$ cat config.mk
export PLATFORM = sky130hd
export DESIGN_NAME = serial_adc_conversion_port
export DESIGN_NICKNAME = d
export VERILOG_FILES = /design/src/adc_port_pkg.sv /design/src/pin_edge_if.sv /design/src/pin_sync.sv /design/src/serial_adc_conversion_port.sv
export VERILOG_INCLUDE_DIRS = /design/src /design/src/src
export SDC_FILE = /design/constraint.sdc
export NUM_CORES = 1
export LEC_CHECK = 0
export ABC_AREA = 1
export BUFFER_PORTS_ARGS = -buffer_cell sky130_fd_sc_hd__buf_4
export CAP_MARGIN = 10
export CORE_ASPECT_RATIO = 1.1
export CORE_UTILIZATION = 40
export DETAILED_ROUTE_END_ITERATION = 6
export SYNTH_ARGS = -nofsm -noshare
export SYNTH_HDL_FRONTEND = slang
export SYNTH_SLANG_ARGS = --single-unit
$ cat constraint.sdc
create_clock -name i_clk_sys -period 1.65 [get_ports i_clk_sys]
set_input_delay 0.33 -clock i_clk_sys [delete_from_list [all_inputs] [get_ports i_clk_sys]]
set_output_delay 0.33 -clock i_clk_sys [all_outputs]
set_load 0.02 [all_outputs]
$ cat src/adc_port_regs.svh
`ifndef ADC_PORT_REGS_SVH
`define ADC_PORT_REGS_SVH

// Pin indices inside the synchroniser bundle
`define PIN_CS 0
`define PIN_SCLK 1
`define PIN_DIN 2
`define PIN_ACLK 3
`define PIN_COUNT 4
// Idle levels of the pins: chip select high, the rest low
`define PIN_RESET_VAL 4'h1

// Input word field positions (first bit shifted in ends at bit 7)
`define CFG_WL_LOW_BIT 0
`define CFG_WL_HIGH_BIT 1
`define CFG_MSBF_BIT 2
`define CFG_UNI_BIT 3
`define CFG_MUX_LSB 4
`define CFG_BITS 8

// Serial timing counts
`define SAMPLE_OPEN_RISE 5'd4
`define WORD_BITS_8 5'd8
`define WORD_BITS_12 5'd12
`define WORD_BITS_16 5'd16
`define WORD_BITS_SHDN 5'd10

// Conversion timing in conversion clock cycles
`define CONV_ACLK_CYCLES 6'd52
`define CS_DEGLITCH_FALLS 2'd2

// Reset values
`define RESULT_RESET 12'h000
`define CFG_RESET 8'h00

`endif

$ cat src/adc_port_pkg.sv
`include "adc_port_regs.svh"

package adc_port_pkg;

    typedef enum logic [2:0] {
        ST_IDLE = 3'b000,
        ST_XFER = 3'b001,
        ST_CONV = 3'b010,
        ST_SHDN = 3'b011
    } port_state_t;

    typedef enum logic [1:0] {
        WL_8 = 2'b00,
        WL_SHDN = 2'b01,
        WL_12 = 2'b10,
        WL_16 = 2'b11
    } word_len_t;

    function automatic logic [4:0] word_bits(input word_len_t wl);
        logic [4:0] n;
        n = `WORD_BITS_8;
        unique case (wl)
            WL_8: n = `WORD_BITS_8;
            WL_SHDN: n = `WORD_BITS_SHDN;
            WL_12: n = `WORD_BITS_12;
            WL_16: n = `WORD_BITS_16;
        endcase
        return n;
    endfunction

    function automatic logic [11:0] reverse12(input logic [11:0] v);
        logic [11:0] r;
        r = 12'h000;
        for (int i = 0; i < 12; i++) begin
            r[i] = v[11 - i];
        end
        return r;
    endfunction

endpackage

$ cat src/pin_edge_if.sv
`timescale 1ns/1ps
`include "adc_port_regs.svh"

interface pin_edge_if;
    logic [`PIN_COUNT-1:0] level;
    logic [`PIN_COUNT-1:0] rise;
    logic [`PIN_COUNT-1:0] fall;
    modport source (output level, output rise, output fall);
    modport sink (input level, input rise, input fall);
endinterface

$ cat src/pin_sync.sv
`timescale 1ns/1ps
`include "adc_port_regs.svh"

module pin_sync (
    input wire logic i_clk_sys,
    input wire logic i_rst_n,
    input wire logic [`PIN_COUNT-1:0] i_pins,
    pin_edge_if.source pins
);

    localparam logic [`PIN_COUNT-1:0] PIN_IDLE = `PIN_RESET_VAL;

    genvar g;
    generate
        for (g = 0; g < `PIN_COUNT; g++) begin : g_pin
            // One register set per pin, so every stage has a single driver
            logic s1_r;
            logic s2_r;
            logic s3_r;
            logic stable_r;
            logic settled;
            // Only the second and third stages are compared; the first may be metastable
            assign settled = (s2_r == s3_r) && (s3_r != stable_r);
            always_ff @(posedge i_clk_sys or negedge i_rst_n) begin
                if (!i_rst_n) begin
                    s1_r <= PIN_IDLE[g];
                    s2_r <= PIN_IDLE[g];
                    s3_r <= PIN_IDLE[g];
                    stable_r <= PIN_IDLE[g];
                end else begin
                    s1_r <= i_pins[g];
                    s2_r <= s1_r;
                    s3_r <= s2_r;
                    if (settled) begin
                        stable_r <= s3_r;
                    end
                end
            end
            assign pins.level[g] = stable_r;
            assign pins.rise[g] = settled & s3_r;
            assign pins.fall[g] = settled & ~s3_r;
        end
    endgenerate

endmodule // pin_sync

$ cat src/serial_adc_conversion_port.sv
// Summary of operation
// - Deselected port ignores every serial clock edge
// - Conversion done while selected: drive first bit
// - Sample from 4th clock to last fall
// - Window close at the last fall of a non-shutdown word: switch negative side, start converting
// - Conversion lasts 52 conversion clock cycles
// - Chip select recognised after two clock falls
// - Word length code: 8, shutdown, 12, 16
`timescale 1ns/1ps
`include "adc_port_regs.svh"

module serial_adc_conversion_port
    import adc_port_pkg::*;
(
    input wire logic i_clk_sys,
    input wire logic i_rst_n,
    input wire logic i_cs_n,
    input wire logic i_sclk,
    input wire logic i_din,
    input wire logic i_aclk,
    input wire logic [11:0] i_conv_code,
    output logic o_dout,
    output logic o_dout_oe_n,
    output logic o_sampling_window,
    output logic o_common_input,
    output logic o_conv_busy,
    output logic o_power_down,
    output logic [3:0] o_mux_sel,
    output logic o_unipolar
);

    pin_edge_if pins ();

    pin_sync u_pin_sync (
        .i_clk_sys(i_clk_sys),
        .i_rst_n(i_rst_n),
        .i_pins({i_aclk, i_din, i_sclk, i_cs_n}),
        .pins(pins.source)
    );

    port_state_t state_r;
    logic cs_rec_r;
    logic [1:0] dg_cnt_r;
    logic cs_low_evt_r;
    logic [4:0] rise_cnt_r;
    logic [4:0] fall_cnt_r;
    logic [7:0] in_sr_r;
    logic cfg_ok_r;
    word_len_t wl_r;
    logic msbf_r;
    logic [5:0] conv_cnt_r;
    logic [11:0] result_r;
    logic [15:0] out_sr_r;

    logic sel;
    logic sclk_rise;
    logic sclk_fall;
    logic [7:0] in_sr_nxt;
    logic xfer_end;
    logic abort;
    logic conv_done;
    logic enter_xfer;
    logic [15:0] load_word;

    // Chip select deglitch: a change must last over two conversion clock falls
    always_ff @(posedge i_clk_sys or negedge i_rst_n) begin
        if (!i_rst_n) begin
            cs_rec_r <= 1'b1;
            dg_cnt_r <= 2'd0;
            cs_low_evt_r <= 1'b0;
        end else begin
            cs_low_evt_r <= 1'b0;
            if (pins.level[`PIN_CS] == cs_rec_r) begin
                dg_cnt_r <= 2'd0;
            end else if (pins.fall[`PIN_ACLK]) begin
                if (dg_cnt_r == `CS_DEGLITCH_FALLS - 2'd1) begin
                    cs_rec_r <= pins.level[`PIN_CS];
                    cs_low_evt_r <= ~pins.level[`PIN_CS];
                    dg_cnt_r <= 2'd0;
                end else begin
                    dg_cnt_r <= dg_cnt_r + 2'd1;
                end
            end
        end
    end

    assign sel = ~cs_rec_r;
    // Serial clock edges count only while selected and transferring
    assign sclk_rise = sel && (state_r == ST_XFER) && pins.rise[`PIN_SCLK];
    assign sclk_fall = sel && (state_r == ST_XFER) && pins.fall[`PIN_SCLK];
    assign in_sr_nxt = {in_sr_r[6:0], pins.level[`PIN_DIN]};

    assign xfer_end = sclk_fall && cfg_ok_r
        && (5'(fall_cnt_r + 5'd1) == word_bits(wl_r));
    assign abort = (state_r == ST_XFER) && !sel;
    assign conv_done = (state_r == ST_CONV) && pins.rise[`PIN_ACLK]
        && (conv_cnt_r == `CONV_ACLK_CYCLES - 6'd1);
    assign enter_xfer = ((state_r == ST_IDLE) && sel)
        || ((state_r == ST_SHDN) && cs_low_evt_r)
        || (conv_done && sel);

    always_ff @(posedge i_clk_sys or negedge i_rst_n) begin
        if (!i_rst_n) begin
            state_r <= ST_IDLE;
        end else begin
            unique case (state_r)
                ST_IDLE: begin
                    if (sel) begin
                        state_r <= ST_XFER;
                    end
                end
                ST_XFER: begin
                    if (abort) begin
                        state_r <= ST_IDLE;
                    end else if (xfer_end) begin
                        state_r <= (wl_r == WL_SHDN) ? ST_SHDN : ST_CONV;
                    end
                end
                ST_CONV: begin
                    // Chip select is not looked at until the result is ready
                    if (conv_done) begin
                        state_r <= sel ? ST_XFER : ST_IDLE;
                    end
                end
                ST_SHDN: begin
                    if (cs_low_evt_r) begin
                        state_r <= ST_XFER;
                    end else if (sel && pins.rise[`PIN_SCLK]) begin
                        state_r <= ST_IDLE;
                    end
                end
                default: state_r <= ST_IDLE;
            endcase
        end
    end

    // Bit counters and input word capture
    always_ff @(posedge i_clk_sys or negedge i_rst_n) begin
        if (!i_rst_n) begin
            rise_cnt_r <= 5'd0;
            fall_cnt_r <= 5'd0;
            in_sr_r <= `CFG_RESET;
            cfg_ok_r <= 1'b0;
            wl_r <= WL_8;
            msbf_r <= 1'b1;
            o_mux_sel <= 4'h0;
            o_unipolar <= 1'b0;
        end else if (state_r != ST_XFER) begin
            rise_cnt_r <= 5'd0;
            fall_cnt_r <= 5'd0;
            cfg_ok_r <= 1'b0;
        end else begin
            if (sclk_rise && !cfg_ok_r) begin
                rise_cnt_r <= 5'(rise_cnt_r + 5'd1);
                in_sr_r <= in_sr_nxt;
                if (5'(rise_cnt_r + 5'd1) == 5'(`CFG_BITS)) begin
                    cfg_ok_r <= 1'b1;
                    wl_r <= word_len_t'(in_sr_nxt[`CFG_WL_HIGH_BIT:`CFG_WL_LOW_BIT]);
                    msbf_r <= in_sr_nxt[`CFG_MSBF_BIT];
                    o_unipolar <= in_sr_nxt[`CFG_UNI_BIT];
                    o_mux_sel <= in_sr_nxt[`CFG_MUX_LSB+3:`CFG_MUX_LSB];
                end
            end
            if (sclk_fall) begin
                fall_cnt_r <= 5'(fall_cnt_r + 5'd1);
            end
        end
    end

    // Sample window and hold switch to the negative side
    always_ff @(posedge i_clk_sys or negedge i_rst_n) begin
        if (!i_rst_n) begin
            o_sampling_window <= 1'b0;
            o_common_input <= 1'b0;
            o_conv_busy <= 1'b0;
            o_power_down <= 1'b0;
        end else begin
            if (sclk_rise && (5'(rise_cnt_r + 5'd1) == `SAMPLE_OPEN_RISE)) begin
                o_sampling_window <= 1'b1;
            end else if (xfer_end || abort) begin
                o_sampling_window <= 1'b0;
            end
            if (xfer_end && (wl_r != WL_SHDN)) begin
                o_common_input <= 1'b1;
                o_conv_busy <= 1'b1;
            end else if (conv_done) begin
                o_common_input <= 1'b0;
                o_conv_busy <= 1'b0;
            end
            if (xfer_end && (wl_r == WL_SHDN)) begin
                o_power_down <= 1'b1;
            end else if (state_r != ST_SHDN) begin
                o_power_down <= 1'b0;
            end
        end
    end

    // Conversion sequencer, timed by the conversion clock
    always_ff @(posedge i_clk_sys or negedge i_rst_n) begin
        if (!i_rst_n) begin
            conv_cnt_r <= 6'd0;
            result_r <= `RESULT_RESET;
        end else if (state_r != ST_CONV) begin
            conv_cnt_r <= 6'd0;
        end else if (pins.rise[`PIN_ACLK]) begin
            conv_cnt_r <= 6'(conv_cnt_r + 6'd1);
            if (conv_done) begin
                result_r <= i_conv_code;
            end
        end
    end

    // The code is ready in the same cycle the conversion ends
    assign load_word = msbf_r
        ? {(conv_done ? i_conv_code : result_r), 4'h0}
        : {reverse12(conv_done ? i_conv_code : result_r), 4'h0};

    // Output shifter; the bus is released whenever no transfer is under way
    always_ff @(posedge i_clk_sys or negedge i_rst_n) begin
        if (!i_rst_n) begin
            out_sr_r <= 16'h0000;
            o_dout <= 1'b0;
            o_dout_oe_n <= 1'b1;
        end else if (enter_xfer) begin
            out_sr_r <= load_word;
            o_dout <= load_word[15];
            o_dout_oe_n <= 1'b0;
        end else if (sclk_fall && !xfer_end) begin
            out_sr_r <= {out_sr_r[14:0], 1'b0};
            o_dout <= out_sr_r[14];
        end else if (state_r != ST_XFER || xfer_end || abort) begin
            o_dout <= 1'b0;
            o_dout_oe_n <= 1'b1;
        end
    end

endmodule // serial_adc_conversion_port

# After elaboration in Yosys (flattened, before gate mapping)
# Index checks and enable logic that the tools add are counted.
[word_totals]
ff_bits = 87
out_inout_bits = 11
[classes]
bitwise = 11
add_sub_neg = 4
n_mux = 41
n_eq_ne = 29
reduce_logical = 48
[op_table]
columns = ["operator", "count"]
rows = [
  ["15-bit 2-to-1 mux", 2],
  ["1-bit logical AND", 21],
  ["1-bit 2-to-1 mux", 20],
  ["5-bit 2-to-1 mux", 4],
  ["5-bit case mux with 4 select lines", 1],
  ["2-bit nonzero test", 10],
  ["3-bit 2-to-1 mux", 6],
  ["16-bit 2-to-1 mux", 1],
  ["12-bit 2-to-1 mux", 1],
  ["6-bit 2-to-1 mux", 2],
  ["3-bit case mux with 4 select lines", 1],
  ["5-bit by 1-bit adder with 5-bit output (second input constant)", 2],
  ["3-bit by 2-bit inequality test with 1-bit output (second input constant)", 3],
  ["2-bit AND reduction", 4],
  ["1-bit NOT", 7],
  ["6-bit by 1-bit adder with 6-bit output (second input constant)", 1],
  ["3-bit by 2-bit equality test with 1-bit output (second input constant)", 2],
  ["6-bit equality test (second input constant)", 1],
  ["2-bit 2-to-1 mux", 3],
  ["2-bit inequality test (second input constant)", 3],
  ["3-bit AND reduction", 2],
  ["1-bit equality test", 5],
  ["5-bit by 3-bit equality test with 1-bit output (second input constant)", 1],
  ["5-bit by 4-bit equality test with 1-bit output (second input constant)", 1],
  ["other kinds (16)", 29],
]

# Logic depth before layout (Yosys ltp)
[logic_depth]
word_depth = 11
ltp_mapped = 12
mapped_depth_nobuf = 12

# Hierarchy
# From an unflattened synthesis, not the netlist that was laid out.
[hier_totals]
hier_cells = 459
hier_area_um2 = 3928.8
[by_module_without_submodules]
columns = ["mod", "cells_per_inst", "n_inst", "area_per_inst_um2"]
rows = [
  ["serial_adc_conversion_port", 415, 1, 3393.3],
  ["pin_sync", 44, 1, 535.5],
]

# Least setup slack after synthesis
# No wires, ideal clock.
[synth_timing]
path_type = "flip-flop to flip-flop"
from = "register fall_cnt_r[0]"
to = "register out_sr_r[11]"
t_arrival_ns = 1.534
n_path_buf = 0
synth_period_minus_slack_ns = 1.651
path_stages_with_launch = 10
slack_ns = -0.001
cell_sequence = "dfrtp_1 > ha_1 > a21oi_1 > nand2_1 > nor2_4 > nand3_1 > nand2_1 > nand2_2 > nand2_1 > nand2_1"
[synth_via]
elab_chain_len = 6
[synth_lines]
columns = ["element", "line_no", "rtl"]
rows = [
  ["from (decl)", "serial_adc_conversion_port.sv:46", "logic [4:0] fall_cnt_r;"],
  ["from (signal assigned)", "serial_adc_conversion_port.sv:165", "fall_cnt_r <= 5'(fall_cnt_r + 5'd1);"],
  ["5-bit by 1-bit adder with 5-bit output", "serial_adc_conversion_port.sv:94", "&& (5'(fall_cnt_r + 5'd1) == word_bits(wl_r));"],
  ["5-bit equality test", "serial_adc_conversion_port.sv:94", ""],
  ["1-bit logical AND", "serial_adc_conversion_port.sv:94", ""],
  ["1-bit logical NOT", "serial_adc_conversion_port.sv:228", "end else if (sclk_fall && !xfer_end) begin"],
  ["1-bit logical AND", "serial_adc_conversion_port.sv:228", ""],
  ["2-bit nonzero test (no line)", "--", ""],
  ["to (signal assigned)", "serial_adc_conversion_port.sv:225", "out_sr_r <= load_word;"],
  ["to (signal assigned)", "serial_adc_conversion_port.sv:229", "out_sr_r <= {out_sr_r[14:0], 1'b0};"],
  ["to (decl)", "serial_adc_conversion_port.sv:53", "logic [15:0] out_sr_r;"],
]
# No other way between the ends.
# A chain may end at the register's enable or synchronous reset.

# Worst setup path after layout
[layout_timing]
from = "register state_r[0]"
to = "register out_sr_r[10]"
[layout_via]
elab_chain_len = 8
[layout_lines]
columns = ["element", "line_no", "rtl"]
rows = [
  ["from (decl)", "serial_adc_conversion_port.sv:41", "port_state_t state_r;"],
  ["from (signal assigned)", "serial_adc_conversion_port.sv:116", "state_r <= (wl_r == WL_SHDN) ? ST_SHDN : ST_CONV;"],
  ["from (signal assigned)", "serial_adc_conversion_port.sv:122", "state_r <= sel ? ST_XFER : ST_IDLE;"],
  ["3-bit by 1-bit equality test with 1-bit output", "serial_adc_conversion_port.sv:90", "assign sclk_fall = sel && (state_r == ST_XFER) && pins.fall[`PIN_SCLK];"],
  ["1-bit logical AND (2 in a row)", "serial_adc_conversion_port.sv:90", ""],
  ["1-bit logical AND", "serial_adc_conversion_port.sv:93", "assign xfer_end = sclk_fall && cfg_ok_r"],
  ["1-bit logical AND", "serial_adc_conversion_port.sv:94", ""],
  ["1-bit logical NOT", "serial_adc_conversion_port.sv:228", ""],
  ["1-bit logical AND", "serial_adc_conversion_port.sv:228", ""],
  ["2-bit nonzero test (no line)", "--", ""],
]
# Several ways; a longest one is shown, not always the timed one.

==> flow_summary.rst <==
.. list-table::
   :header-rows: 1

   * - Metric
     - Value
   * - Detailed-route wire length per cell
     - 13.1 um
   * - Worst hold path stage count
     - 1
   * - Slew Viols, Final
     - 0
   * - Sw Pwr
     - 2090 uW
   * - Class of the most critical hold timing path
     - in2reg
   * - Proportion of layout cells with a drive suffix above 1
     - 0.318
   * - First-pass GRT wire length
     - 13.4 mm
   * - Critical path, cell by cell
     - buf_4 > nand3_1 > nand2_1 > o21bai_4 > buf_12 > buf_8 > a21oi_4 > buf_6 > nand2_1 > nand2_1
   * - Overall overflow remaining after global route
     - 0
   * - Die width
     - 93.6 um
   * - Number of synthesized flops with an enable pin
     - 0
   * - Number of antenna repair diodes
     - 0
   * - Arrival time at the worst endpoint
     - 1.97 ns
   * - Crit Path Class
     - reg2reg
   * - Max Used Layer
     - met4
   * - Cell area after layout
     - 4800 sq um
   * - Post-DP HPWL
     - 5.40 mm
   * - H-tree depth
     - 3
   * - Drt drc
     - 0
   * - Worst-case clock skew
     - 0.0101 ns
   * - Initial core utilization
     - 0.414
   * - Count of port buffers added during placement
     - 28
   * - 1st-iter DRT viols
     - 136
   * - Highest attainable clock frequency
     - 593 MHz
   * - Post-synth top flop
     - sky130_fd_sc_hd__dfrtp_1
   * - Post-synthesis sequential element count
     - 82
   * - Mapped cell area
     - 3690 sq um
   * - Internal power
     - 4020 uW
   * - Nets in the synthesized netlist
     - 441
   * - Minimum clock period after layout
     - 1.69 ns
   * - Final hold violation count
     - 0
   * - End of the worst register-to-register path
     - out_sr_r[10]
   * - Placeable core area
     - 8920 sq um
   * - Clock-pin slew on the worst setup and hold paths
     - 0.09 ns
   * - I/O pin count
     - 29
   * - Post-synth top cells
     - sky130_fd_sc_hd__nand2_1 (130), sky130_fd_sc_hd__dfrtp_1 (75), sky130_fd_sc_hd__o21ai_0 (40)
   * - Largest net degree at the start of global routing
     - 32
   * - Cell total after placement
     - 582
   * - Number of clock buffers inserted by TritonCTS
     - 9
   * - Share of the yosys chip area belonging to registers
     - 0.558
   * - Slew HR
     - 0.692
   * - Proportion of netlist area held by the largest area contributor
     - 0.508
   * - Number of placement rows
     - 36
   * - Die Area
     - 9620 sq um
   * - Biggest area consumer among synthesized cells
     - sky130_fd_sc_hd__dfrtp_1
   * - Share of power burned in the clock network
     - 0.246
   * - Count of different cell masters after synthesis
     - 36
   * - Violated checks
     - negative setup slack
   * - Yosys warning total
     - 0
   * - Vias per std cell
     - 4.93
   * - Relative contribution of sequential cells to total power
     - 0.421
   * - Launching point of the worst reg2reg path
     - state_r[0]
   * - Clock root cell
     - sky130_fd_sc_hd__clkbuf_8
   * - Global-route total usage across every layer
     - 0.182
   * - M1 WL
     - 3.67 mm
   * - Crit path capture type
     - register
   * - Combinational cell fraction of total power
     - 0.334
   * - Total routed wirelength
     - 7.98 mm
   * - Setup repair after global routing missed its margin
     - yes
   * - Share of the clock period used by the worst path
     - 1.02
   * - Final worst slack
     - -0.0355 ns
   * - Number of global-route vias before repair
     - 2963
   * - Met2 wirelength from detailed routing
     - 3.88 mm
   * - Library cell with the highest instance count after synthesis
     - sky130_fd_sc_hd__nand2_1
   * - PnR Total Power
     - 6100 uW
   * - Required time at the worst-slack endpoint
     - 1.94 ns
   * - Slowest stage cell, crit path
     - sky130_fd_sc_hd__dfrtp_2
   * - # setup viols final
     - 11
   * - End point of the most critical hold path
     - u_pin_sync.g_pin[0].s1_r
   * - Fraction of registers with async set/reset
     - 1.00
   * - Start point of the worst hold path
     - i_cs_n
   * - Power density normalized to cell area
     - 1270 nW/um^2
   * - Length of routed met3 wiring
     - 265 um
   * - Cell count after synthesis
     - 419
   * - Number of iterations in the first detailed-routing pass
     - 4
   * - Area added between synthesis and finish
     - 30.0%
   * - Final weighted congestion of routability-driven global placement
     - 0.825
   * - Area after DPL
     - 4260 sq um
   * - Leakage power of the design
     - 0.00225 uW
   * - Die Ht
     - 103 um
   * - Switching share of power
     - 0.342
   * - Maximum root-to-sink buffer count
     - 2
   * - Least-Margin Pin Slew
     - 0.462 ns
   * - Top fanout value on the critical path
     - 6
   * - Count of max-cap constraint violations
     - 0
   * - Final hold slack
     - 0.0819 ns
   * - Routed vias
     - 3010
   * - Number of antenna violations at the first check in global routing
     - 0
   * - CTS tree
     - done
   * - Most area-consuming cells after synthesis
     - sky130_fd_sc_hd__dfrtp_1 (51%), sky130_fd_sc_hd__nand2_1 (13%), sky130_fd_sc_hd__o21ai_0 (5.4%)
   * - Setup crit start kind
     - register
   * - Worst VDD drop
     - 0.569 mV
   * - Remaining antenna violation count after routing
     - 0
   * - Clk Latency, worst-skew pair
     - 0.35 ns
   * - Run status
     - finished, violations left
   * - Worst-case reg-to-reg path depth
     - 10
   * - Max incr delay on CP
     - 0.45 ns
   * - Num Clock Sinks
     - 82
   * - Final non-filler cell total
     - 611
   * - Flop2flop setup slack
     - -0.04 ns
   * - Layout net count
     - 514
   * - Cell repeated most along the worst path
     - sky130_fd_sc_hd__nand2_1
   * - Mapped Avg Cell Area
     - 8.81 sq um
==> area by class of cell <==
class,instances,area [sq um]
fillers,791,4120
flip-flops and latches,82,2060
multi-input cells,286,1600
repair buffers,72,631
inverters,41,159
well taps,114,143
clock buffers,10,138
clock inverters,6,66.3
==> layout by cell type, fill, tap and decap left out, drive strengths merged <==
master	synthesis	final
a21boi	1	1
a21oi	9	9
a31oi	1	1
a32o	1	1
and2	1	1
and3b	1	1
buf	8	71
bufinv	0	1
clkbuf	2	10
clkinv	0	5
dfrtp	75	75
dfstp	7	7
dlygate4sd3	0	1
ha	4	4
inv	41	41
maj3	2	2
nand2	134	134
nand3	34	34
nand4	4	4
nor2	33	33
nor4	1	1
o211ai	1	1
o21a	4	4
o21ai	45	45
o21bai	1	1
o22ai	4	4
xnor2	1	1
xor2	4	4
==> kinds of logic after synthesis <==
| group | Yosys count | synth area share |
|---|---|---|
| and+or+nand+nor | 208 | 0.251 |
| DFF | 82 | 0.558 |
| AOI/OAI and AO/OA | 67 | 0.103 |
| buffers and inverters | 51 | 0.0573 |
| adders and majority gates | 6 | 0.0190 |
| xor gates and xnor gates | 5 | 0.0119 |
==> state kept, by name, indices dropped and copies added (netlist names), 5 cells and up <==
signal      flops
in_sr_r         7
fall_cnt_r      5
out_sr_r       11
result_r       12
rise_cnt_r      5
conv_cnt_r      6
==> metal layers <==
layer  vias to the layer above  global-route usage
met3                        14              0.0251
met4                         0              0.0911
li1                       1495                   -
met2                        67               0.313
met1                      1434               0.226
met5                         -                   0
==> through the flow <==
stage | setup slack [ns] | TNS (ns) | util
CTS | -0.0400 | -0.278 | 0.518
finish | -0.0355 | -0.210 | 0.538
floorplan | 0.0174 | 0 | -
global placement | -0.0684 | -0.428 | 0.478
detailed placement | -0.108 | -0.925 | 0.478
global route | -0.123 | -1.16 | 0.538
==> critical path: cells and delay by family (launching register included) <==
family                 cells  cell delay [ns]
buffers and inverters      4             0.57
flip-flops                 1             0.45
AO/OA/AOI/OAI              2             0.33
AND/OR/NAND/NOR            4             0.26
==> how the worst max path moves through the flow <==
stage | slack (ns) | endpoint | start
2_1_floorplan | 0.02 | out_sr_r[10] | fall_cnt_r[0]
3_3_place_gp | -0.07 | out_sr_r[12] | fall_cnt_r[0]
3_5_place_dp | -0.11 | out_sr_r[12] | conv_cnt_r[0]
4_1_cts | -0.04 | out_sr_r[10] | fall_cnt_r[0]
5_1_grt | -0.12 | out_sr_r[10] | fall_cnt_r[1]
6_report | -0.04 | out_sr_r[10] | state_r[0]
==> repair_timing <==
item                                    in CTS  in global routing
hold endpoints to repair                    25                  0
endpoints found under the setup margin      15                 30
gates cloned                                 1                  0
setup buffers                                6                  5
pin swaps                                    8                 20
hold buffers                                 1                  0
gates resized for setup                     29                 49
==> power groups by stage <==
stage	sequential, uW	clock (uW)	combinational (uW)
4_1_cts	2550	1530	1830
5_1_grt	2600	1600	2290
3_3_place_gp	2560	0	1580
2_1_floorplan	2590	0	1010
6_report	2570	1500	2040
3_5_place_dp	2570	0	1600
No activity file was read; power rests on OpenSTA's default activity.
